File: src/gsb_defines.svh
`ifndef GSB_DEFINES_SVH
`define GSB_DEFINES_SVH

// Status byte field positions
`define GSB_BIT_DATA_READY   3'd0
`define GSB_BIT_SYNTAX_ERR   3'd1
`define GSB_BIT_BUSY         3'd4
`define GSB_BIT_SERVICE_REQ  3'd6
// Mask of the used status byte positions
`define GSB_USED_MASK        8'h53
// Reset value of the status byte
`define GSB_RESET_VALUE      8'h00
// Reset value of the data-ready request enable
`define GSB_DR_ENABLE_RESET  1'b0

`endif

File: src/gsb_pkg.sv
package gsb_pkg;

  // Events reported to the status byte by the instrument core
  typedef struct packed {
    logic meas_start;
    logic meas_done;
    logic syntax_error;
    logic output_start;
    logic buffer_clear;
    logic dr_request_on;
    logic dr_request_off;
  } gsb_event_t;

  // Bus-side commands seen by the interface function
  typedef struct packed {
    logic device_clear;
    logic poll_read;
    logic data_request;
  } gsb_bus_t;

  // Serial poll tracking states
  typedef enum logic [1:0] {
    GSB_IDLE,
    GSB_ENABLED,
    GSB_SENT
  } gsb_poll_state_t;

endpackage

File: src/gsb_status_byte.sv
`timescale 1ns/1ps
`default_nettype none
`include "gsb_defines.svh"

module gsb_status_byte (
  input  wire logic             CLOCK_I,
  input  wire logic             RSTN_I,
  input  wire gsb_pkg::gsb_event_t EVENT_I,
  input  wire gsb_pkg::gsb_bus_t   BUS_I,
  input  wire logic             SPE_I,
  input  wire logic             SPD_I,
  output logic      [7:0]       POLL_BYTE_O,
  output logic                  POLL_DONE_O,
  output logic                  POLL_MODE_O,
  output logic                  SRQ_O,
  output logic                  SRQ_OE_O,
  output logic                  SRQ_LAMP_O,
  output logic                  BUS_ERROR_O,
  output logic      [7:0]       STATUS_O
);
  import gsb_pkg::*;

  logic       data_ready;
  logic       syntax_err;
  logic       busy;
  logic       service_request_flag;
  logic       data_ready_request_on;
  logic       poll_done;
  logic       dr_set;
  logic       dev_clear;
  logic [7:0] poll_status_byte;

  // Event strobes
  assign dr_set    = EVENT_I.meas_done && busy;
  assign dev_clear = BUS_I.device_clear;

  // Data ready flag; a new completion wins over a clear
  always_ff @(posedge CLOCK_I) begin
    if (!RSTN_I) begin
      data_ready <= 1'b0;
    end else if (dr_set) begin
      data_ready <= 1'b1;
    end else if (EVENT_I.output_start || EVENT_I.buffer_clear || poll_done) begin
      data_ready <= 1'b0;
    end
  end

  // Syntax error flag; set wins over poll or device clear
  always_ff @(posedge CLOCK_I) begin
    if (!RSTN_I) begin
      syntax_err <= 1'b0;
    end else if (EVENT_I.syntax_error) begin
      syntax_err <= 1'b1;
    end else if (poll_done || dev_clear) begin
      syntax_err <= 1'b0;
    end
  end

  // Busy while a measurement runs
  always_ff @(posedge CLOCK_I) begin
    if (!RSTN_I) begin
      busy <= 1'b0;
    end else if (EVENT_I.meas_done) begin
      busy <= 1'b0;
    end else if (EVENT_I.meas_start) begin
      busy <= 1'b1;
    end
  end

  // Data-ready request enable, set and cleared by commands
  always_ff @(posedge CLOCK_I) begin
    if (!RSTN_I) begin
      data_ready_request_on <= `GSB_DR_ENABLE_RESET;
    end else if (EVENT_I.dr_request_on) begin
      data_ready_request_on <= 1'b1;
    end else if (EVENT_I.dr_request_off) begin
      data_ready_request_on <= 1'b0;
    end
  end

  // Request-for-service flag
  always_ff @(posedge CLOCK_I) begin
    if (!RSTN_I) begin
      service_request_flag <= 1'b0;
    end else if (EVENT_I.syntax_error || (dr_set && data_ready_request_on)) begin
      service_request_flag <= 1'b1;
    end else if (poll_done || dev_clear) begin
      service_request_flag <= 1'b0;
    end
  end

  // Bus error on data request before results exist
  always_ff @(posedge CLOCK_I) begin
    if (!RSTN_I) begin
      BUS_ERROR_O <= 1'b0;
    end else begin
      BUS_ERROR_O <= BUS_I.data_request && !data_ready;
    end
  end

  // Assemble the byte from the four flags
  always_comb begin
    poll_status_byte = `GSB_RESET_VALUE;
    poll_status_byte[`GSB_BIT_DATA_READY]  = data_ready;
    poll_status_byte[`GSB_BIT_SYNTAX_ERR]  = syntax_err;
    poll_status_byte[`GSB_BIT_BUSY]        = busy;
    poll_status_byte[`GSB_BIT_SERVICE_REQ] = service_request_flag;
  end

  // Serial poll responder
  gsb_poll u_poll (
    .clock_i     (CLOCK_I),
    .rstn_i      (RSTN_I),
    .spe_i       (SPE_I),
    .spd_i       (SPD_I),
    .read_i      (BUS_I.poll_read),
    .status_i    (poll_status_byte),
    .poll_byte_o (POLL_BYTE_O),
    .poll_done_o (poll_done),
    .poll_mode_o (POLL_MODE_O)
  );

  // Outputs follow the flags
  assign POLL_DONE_O = poll_done;
  assign STATUS_O    = poll_status_byte;
  assign SRQ_O       = service_request_flag;
  assign SRQ_OE_O    = service_request_flag;
  assign SRQ_LAMP_O  = service_request_flag;
endmodule
`default_nettype wire

File: src/gsb_poll.sv
`timescale 1ns/1ps
`default_nettype none
`include "gsb_defines.svh"

module gsb_poll (
  input  wire logic         clock_i,
  input  wire logic         rstn_i,
  input  wire logic         spe_i,
  input  wire logic         spd_i,
  input  wire logic         read_i,
  input  wire logic [7:0]   status_i,
  output logic      [7:0]   poll_byte_o,
  output logic              poll_done_o,
  output logic              poll_mode_o
);
  import gsb_pkg::*;

  gsb_poll_state_t state;

  // Poll mode sequencer, enabled by SPE and left by SPD
  always_ff @(posedge clock_i) begin
    if (!rstn_i) begin
      state <= GSB_IDLE;
    end else begin
      case (state)
        GSB_IDLE: begin
          if (spe_i) begin
            state <= GSB_ENABLED;
          end
        end
        GSB_ENABLED: begin
          if (spd_i) begin
            state <= GSB_IDLE;
          end else if (read_i) begin
            state <= GSB_SENT;
          end
        end
        GSB_SENT: begin
          if (spd_i) begin
            state <= GSB_IDLE;
          end
        end
        default: begin
          state <= GSB_IDLE;
        end
      endcase
    end
  end

  // Byte capture and one-cycle done pulse on the first read in poll mode
  always_ff @(posedge clock_i) begin
    if (!rstn_i) begin
      poll_byte_o <= 8'h00;
      poll_done_o <= 1'b0;
    end else begin
      poll_done_o <= 1'b0;
      if (state == GSB_ENABLED && read_i && !spd_i) begin
        poll_byte_o <= status_i & `GSB_USED_MASK;
        poll_done_o <= 1'b1;
      end
    end
  end

  assign poll_mode_o = (state != GSB_IDLE);

endmodule
`default_nettype wire

File: config.mk
export PLATFORM = sky130hd
export DESIGN_NAME = gsb_status_byte
export DESIGN_NICKNAME = d
export VERILOG_FILES = /design/src/gsb_pkg.sv /design/src/gsb_status_byte.sv /design/src/gsb_poll.sv
export VERILOG_INCLUDE_DIRS = /design/src
export SDC_FILE = /design/constraint.sdc
export NUM_CORES = 1
export LEC_CHECK = 0
export ABC_AREA = 0
export BUFFER_PORTS_ARGS = -buffer_cell sky130_fd_sc_hd__buf_2
export CORE_UTILIZATION = 44
export DETAILED_ROUTE_END_ITERATION = 6
export GPL_TIMING_DRIVEN = 0
export PLACE_DENSITY = 0.88
export SKIP_LAST_GASP = 1
export SYNTH_ARGS = -nofsm -noshare
export SYNTH_HDL_FRONTEND = slang
export SYNTH_SLANG_ARGS = --single-unit
File: constraint.sdc
create_clock -name CLOCK_I -period 2.78 [get_ports CLOCK_I]
set_clock_uncertainty 0.15 [all_clocks]
set_input_delay 0.417 -clock CLOCK_I [delete_from_list [all_inputs] [get_ports CLOCK_I]]
set_output_delay 0.417 -clock CLOCK_I [all_outputs]
set_load 0.02 [all_outputs]
After elaboration in Yosys (flattened, before gate mapping)
Index checks and enable logic that the tools add are counted.
W data, S select, Z words.
{ "totals": {"ff_bits": 13, "wordCells": 47} }
{ "op_classes": {"eq_ne": 5, "mux": 13, "bitwise_logic": 1, "reduce_logical": 19} }
{ "ops": {"columns": ["op", "count"], "rows": [
  ["$reduce_bool A2 Y1", 5],
  ["$mux W1", 8],
  ["$mux W2", 4],
  ["$pmux W2 S3", 1],
  ["$logic_and A1 B1 Y1", 5],
  ["$logic_or A1 B1 Y1", 4],
  ["$ne A2 B2 Y1 const B", 2],
  ["$ne A3 B3 Y1 const B", 1],
  ["$reduce_and A3 Y1", 1],
  ["$eq A2 B1 Y1 const B", 1],
  ["$eq A2 B2 Y1 const B", 1],
  ["$logic_not A1 Y1", 2],
  ["$logic_not A2 Y1", 1],
  ["$reduce_or A2 Y1", 1],
  ["$not A1 Y1", 1]
]} }

Depth between registers and ports, before layout
Gate-level depths: netlist of run 1.
{ "logic_depth": {"word_depth": 4, "depth_mapped": 3, "mapped_depth_nobuf": 2} }

By module
Synthesis of run 1 repeated with hierarchy kept, for this count alone.
{ "hier_totals": {"cells_unflattened": 68, "hier_area_um2": 620.6} }
{ "by_module_without_submodules": {"columns": ["module", "n_inst", "cells_per_inst", "area_each_um2", "seq_area_each_um2"], "rows": [
  ["gsb_poll", 1, 37, 330.3, 140.1],
  ["gsb_status_byte", 1, 31, 290.3, 120.1]
]} }

Worst setup path before layout of run 1
OpenSTA, ideal clock, no wires.
{ "synth_path": {"kind": "input -> register", "from": "in EVENT_I[2] in the netlist's numbering", "to": "reg data_ready", "setup_ns": 0.070, "t_arrival_ns": 1.047, "slack_ns": 1.514, "path_stages": 2, "cell_sequence": "or4b_1 -> a21oi_1"} }
{ "synth_between": {"elab_chain_cells": 3} }
{ "synth_lines": {"columns": ["item", "line", "source"], "rows": [
  ["from (decl)", "gsb_status_byte.sv:8", "input wire gsb_pkg::gsb_event_t EVENT_I,"],
  ["$logic_or A1 B1 Y1 (2 in series)", "gsb_status_byte.sv:43", "end else if (EVENT_I.output_start || EVENT_I.buffer_clear || poll_done) begin"],
  ["$reduce_bool A2 Y1 (no source line)", null, null],
  ["to (signal assigned)", "gsb_status_byte.sv:40", "data_ready <= 1'b0;"],
  ["to (signal assigned)", "gsb_status_byte.sv:42", "data_ready <= 1'b1;"],
  ["to (signal assigned)", "gsb_status_byte.sv:44", "data_ready <= 1'b0;"],
  ["to (decl)", "gsb_status_byte.sv:23", "logic data_ready;"]
]} }
Every way passes these cells.
A chain may end at the register's enable or synchronous reset.

Worst setup path after layout of run 1
{ "layout_path": {"from": "reg u_poll.state[1]", "to": "out POLL_MODE_O"} }
{ "layout_between": {"elab_chain_cells": 1} }
{ "layout_lines": {"columns": ["item", "line", "source"], "rows": [
  ["from (decl)", "gsb_poll.sv:18", "gsb_poll_state_t state;"],
  ["from (signal assigned)", "gsb_poll.sv:23", "state <= GSB_IDLE;"],
  ["from (signal assigned)", "gsb_poll.sv:28", "state <= GSB_ENABLED;"],
  ["from (signal assigned)", "gsb_poll.sv:33", "state <= GSB_IDLE;"],
  ["$reduce_bool A2 Y1", "gsb_poll.sv:64", "assign poll_mode_o = (state != GSB_IDLE);"],
  ["to (decl)", "gsb_status_byte.sv:14", "output logic POLL_MODE_O,"]
]} }
Every way passes these cells.

==> results.yml, run 1 <==
power:
  powerDensity_nw_per_um2: 484
  power_w: 0.000392
  max-vdd-ir-drop_v: 0.000230
  p_leak_nw: 0.415
die:
  dieWidth_um: 39.1
  num_rows: 12
  start_util_pct: 50.9
  core_um2: 1190
  ioPinCount: 36
  dieArea_um2: 1530
  die_y_um: 39.1
layout:
  layoutNonFillerInstCount: 117
  drive_gt1_share_pct: 46.6
  layout_commonest_cell: "buf_2"
  area_growth_pct: 34.0
  final_cell_mix: "28 x buf_2, 14 x buf_4, 13 x dfxtp_1"
  nNetsFinal: 118
  num-fill-cells: 104
  fin_util_pct: 68.2
  antenna_cells: 0
routing:
  avgRoutedWirePerCell_um: 9.51
  wl_um: 1110
  drtIter0Drc: 3
  via_per_inst: 4.45
  routed-via-count: 521
  drcViolationCount: 0
  final_antenna_net_count: 0
  firstDrtPassIters: 2
synth:
  ys_seq_area_share_pct: 43.1
  netlist_area_um2: 604
  yosysWarnings: 0
  synthCells: 65
  avgSynthCellArea_um2: 9.30
  ys_types: 26
  synth_area_leaders: "dfxtp_1 43%, buf_4 17%, mux2i_1 6.6%"
  ys_ff_latch: 13
  synth_top_area_cell: "dfxtp_1"
  yosysTopAreaCellShare_pct: 43.1
cts:
  clk_path_buf_depth: 2
  cts_max_level: 1
  cts-root-buf: "clkbuf_4"
  path_clk_slew_ps: 80
  clock_sinks: 13
  cts_hold_buf: 0
  cts_resized: 0
  cts_tree: "done"
  post-cts-setup-buffers: 0
  clock_latency_ps: 280
  numCtsBuffers: 3
timing:
  finalCritPeriodShare_pct: 59.8
  rsz0062_at_grt: "no"
  hold_viol_final: 0
  setup_viol: 0
  maxClockFrequency_ghz: 0.601
  period_minus_slack_ps: 1660
  fin_setup_tns_ps: 0
  hold_ws_ps: 169
  slew_violations: 0
worst_hold_path:
  holdPathStages: 2
  hold_class: "input port to flip-flop"
setup_path:
  worstPathRequired_ps: 2210
  worst-path-max-fanout: 5
  rr_worst_depth: 3
  cp.arrival_ps: 1100
  worst_setup_path_end_kind: "output pin"
  crit_path_start_kind: "flip-flop"
  path_class: "flip-flop to output pin"
place:
  place.gp.congestion: 0.749
  dp_cells: 113
  io_buffers: 27
  hpwl_um: 880
grt:
  grt_max_degree: 11
  grt_antenna_before_repair: 0
  grt_pass1_wl_um: 1620
  first_global_vias: 409
  overflow: 0
  track_usage_pct: 16.5
flow_run:
  cap_viol_max_count: 0
outcome:
  status: "finished, final reports clean"
## stage by stage
step	worst slack (ps)	instance area (µm²)
CTS	1110	810
finish	1120	810
global placement	1370	783
floorplan	1510	631
global route	1090	810
detailed placement	1370	783
## worst paths after layout
kind	endpoint	from	slack [ps]
max	POLL_MODE_O	u_poll.state[1]$_SDFFE_PN0P_	1120
min	u_poll.state[1]$_SDFFE_PN0P_	SPD_I	170
max reg2reg	u_poll.poll_byte_o[0]$_SDFFE_PN0P_	u_poll.state[1]$_SDFFE_PN0P_	1520
min reg2reg	BUS_ERROR_O$_SDFF_PN0_	data_ready$_SDFFE_PN0P_	310
## synth_stat cells
| cell | n |
|---|---|
| a211oi_1 | 1 |
| or4b_1 | 1 |
| inv_1 | 1 |
| o32ai_1 | 1 |
| or3b_1 | 1 |
| a211oi_2 | 1 |
| mux2i_1 | 4 |
| nor3_1 | 1 |
| nor3b_1 | 1 |
| nor2b_1 | 1 |
| nand2b_1 | 1 |
| o21a_1 | 2 |
| nand2b_2 | 1 |
| nor4bb_1 | 1 |
| buf_4 | 14 |
| and2_1 | 1 |
| a31oi_1 | 1 |
| a21oi_1 | 1 |
| nand2_1 | 10 |
| buf_2 | 1 |
| or2_2 | 1 |
| nor2_1 | 2 |
| clkbuf_1 | 1 |
| dfxtp_1 | 13 |
| nand3b_1 | 1 |
| conb_1 | 1 |
## state kept, by name, summed over array words and instances, names as in the netlist
register,flops
u_poll.poll_byte_o,4
u_poll.state,2
BUS_ERROR_O,1
SRQ_LAMP_O,1
busy,1
data_ready,1
data_ready_request_on,1
syntax_err,1
u_poll.poll_done_o,1
## critical path: stages (launching register included)
cell and delay [ps]:
dfxtp_1 360, or2_2 300, buf_2 160
## report_power, final
part	total, W	switching [W]	leakage (nW)	internal [W]
Sequential	0.000199	0.00000599	0.107	0.000193
Combinational	0.0000755	0.0000397	0.294	0.0000358
Clock	0.000117	0.0000614	0.0150	0.0000556
## layer usage
layer	track usage [%]	part of all wire, %	vias up
li1	-	-	272
met1	18.2	44	226
met2	27.1	48	20
met3	6.94	6.9	3
met4	7.76	1.3	0
met5	0	0	-
## layout make-up
cell class / instances / area [µm²] / area share, %
sequential: 13 / 260 / 32.1
multi-input combinational: 42 / 253 / 31.2
timing repair buffer: 27 / 135 / 16.7
buffer: 16 / 114 / 14.1
clock buffer: 4 / 26.3 / 3.25
tap: 14 / 17.5 / 2.16
inverter: 1 / 3.75 / 0.464
## cell families (layout without fill, tap and decap cells)
logic type | Yosys count | count (layout) | synth area share [%]
and+or+nand+nor | 23 | 23 | 21.1
muxes | 4 | 4 | 6.63
DFF | 13 | 13 | 43.1
AOI/OAI and AO/OA | 7 | 7 | 9.11
buffers and inverters | 17 | 48 | 19.5
other | 1 | 8 | 0.621
Note: power is estimated with default switching activity, not from simulation.
==> run 2, diff against run 1 <==
- CORE_UTILIZATION: 44 -> 41
- PLACE_DENSITY: 0.88 -> 0.83
- clock period: 2.78 -> 1.69 ns (I/O delays scaled with it)
==> run 2 against run 1 <==
Global-route usage is 1.7 points lower. Cell area up 0.15%. Register-to-register slack worse by 1100 ps. Non-clock buffer count stayed put. Setup slack worse by 930 ps. Power is 62% higher. Sequential power grew 65%. Sequential cell count is the same. First-iteration DRC count unchanged. Largest power group unchanged.
==> results.yml, run 2 (synthesized netlist as in run 1, its figures left out) <==
power:
  p_leak_nw: 0.415
  powerDensity_nw_per_um2: 784
  max-vdd-ir-drop_v: 0.000345
timing:
  hold_ws_ps: 23.4
  period_minus_slack_ps: 1500
  slew_violations: 0
  finalCritPeriodShare_pct: 88.8
  setup_viol: 0
  rsz0062_at_grt: "no"
  hold_viol_final: 0
  maxClockFrequency_ghz: 0.666
  fin_setup_tns_ps: 0
layout:
  drive_gt1_share_pct: 46.6
  seqCellArea_um2: 260
  stdcell_area_um2: 811
  area_growth_pct: 34.2
  nNetsFinal: 118
  layoutNonFillerInstCount: 118
  largest_registers: "u_poll.poll_byte_o (4), u_poll.state (2)"
  num-fill-cells: 125
  top_register: "u_poll.poll_byte_o"
  layout_commonest_cell: "buf_2"
  largest_register_ff_count: 4
  antenna_cells: 0
  final_cell_mix: "28 x buf_2, 14 x buf_4, 13 x dfxtp_1"
  multi_input_area_um2: 253
routing:
  avgRoutedWirePerCell_um: 9.60
  via_per_inst: 4.41
  wl_um: 1130
  drcViolationCount: 0
  drtIter0Drc: 3
  firstDrtPassIters: 2
  routed-via-count: 520
  final_antenna_net_count: 0
cts:
  cts_max_level: 1
  post-cts-setup-buffers: 0
  cts_resized: 0
  clock_latency_ps: 260
  clock_sinks: 13
  cts_tree: "done"
  numCtsBuffers: 3
  clk_path_buf_depth: 2
  cts_hold_buf: 0
  cts-root-buf: "clkbuf_4"
  path_clk_slew_ps: 80
worst_hold_path:
  holdPathStages: 2
  hold_class: "input port to flip-flop"
flow_run:
  cap_viol_max_count: 0
grt:
  grt_max_degree: 11
  grt_use_met3_pct: 3.33
  grt.busiest_layer: "met2"
  track_usage_pct: 14.9
  grt_pass1_wl_um: 1570
  first_global_vias: 383
  overflow: 0
  grt_antenna_before_repair: 0
  grt_util_met2_pct: 26.6
  met1_usage_pct: 16.1
place:
  dp_cells: 114
  place.gp.congestion: 0.677
  hpwl_um: 915
  io_buffers: 27
  dpl-instance-area_um2: 785
die:
  dieWidth_um: 40.4
  dieArea_um2: 1630
  start_util_pct: 45.3
  core_um2: 1330
  die_y_um: 40.4
  num_rows: 13
  ioPinCount: 36
setup_path:
  crit_path_start_kind: "flip-flop"
  critPathMaxStageDelay_ps: 360
  cp_slowest_cell: "dfxtp_1"
  worstPathRequired_ps: 1290
  timing.rr.start: "u_poll.state[1]$_SDFFE_PN0P_"
  cp_num_buf_inv: 1
  worst-path-max-fanout: 5
  worst_setup_path_end_kind: "output pin"
  rr_worst_depth: 3
  reg2reg_slack_ps: 410
  crit_path_end: "POLL_MODE_O"
  critPathTopFamily: "flip-flops"
  critical_path_cell_count: 2
  critPathLaunch: "u_poll.state[1]$_SDFFE_PN0P_"
  path_class: "flip-flop to output pin"
  cp.arrival_ps: 1100
  path_cells: "or2_2 -> buf_2"
  timing.rr.end: "u_poll.poll_byte_o[4]$_SDFFE_PN0P_"
outcome:
  status: "finished, final reports clean"
[run 2: report_power, final]
part,internal (W),total [W],switching [W],leakage [nW]
sequential,0.000318,0.000328,0.00000984,0.107
clock,0.0000911,0.000183,0.0000923,0.0150
combinational,0.0000589,0.000124,0.0000654,0.294
total,0.000468,0.000635,0.000168,0.415
[run 2: cell type report]
class / instances / area share [%]
multi-input cells: 42 / 31.2
inverters: 1 / 0.463
well taps: 15 / 2.31
flip-flops and latches: 13 / 32.1
plain buffers: 16 / 14.0
clock buffers: 4 / 3.24
repair buffers: 27 / 16.7
[run 2: metrics by stage]
step                util [%]  power (W)  setup slack, ps
floorplan                  -   0.000421              504
global placement        58.8   0.000456              452
detailed placement      58.8   0.000459              431
CTS                     60.8   0.000642              193
global route            60.8   0.000675              159
finish                  60.8   0.000635              189
[run 2: routing by layer]
layer / share of wire (%) / wire length, µm
met4: 1.1 / 12
met3: 8.3 / 94
met1: 41 / 470
met2: 49 / 555
met5: 0 / 0
[run 2: worst min-delay path by stage]
stage | from | end | slack (ps)
6_report | SPD_I | u_poll.state[1]$_SDFFE_PN0P_ | 20
5_1_grt | SPD_I | u_poll.state[1]$_SDFFE_PN0P_ | 30
3_5_place_dp | u_poll.poll_byte_o[6]$_SDFFE_PN0P_ | u_poll.poll_byte_o[6]$_SDFFE_PN0P_ | 290
2_1_floorplan | SPD_I | u_poll.state[1]$_SDFFE_PN0P_ | 180
3_3_place_gp | u_poll.poll_byte_o[1]$_SDFFE_PN0P_ | u_poll.poll_byte_o[1]$_SDFFE_PN0P_ | 290
4_1_cts | SPD_I | u_poll.state[1]$_SDFFE_PN0P_ | 20
[run 2: worst register-to-register path, delay by kind of cell (launching register included)]
kind | cells | cell delay, ps
AND/OR/NAND/NOR | 1 | 270
buffers and inverters | 1 | 230
flip-flops | 1 | 360
multiplexers | 1 | 200
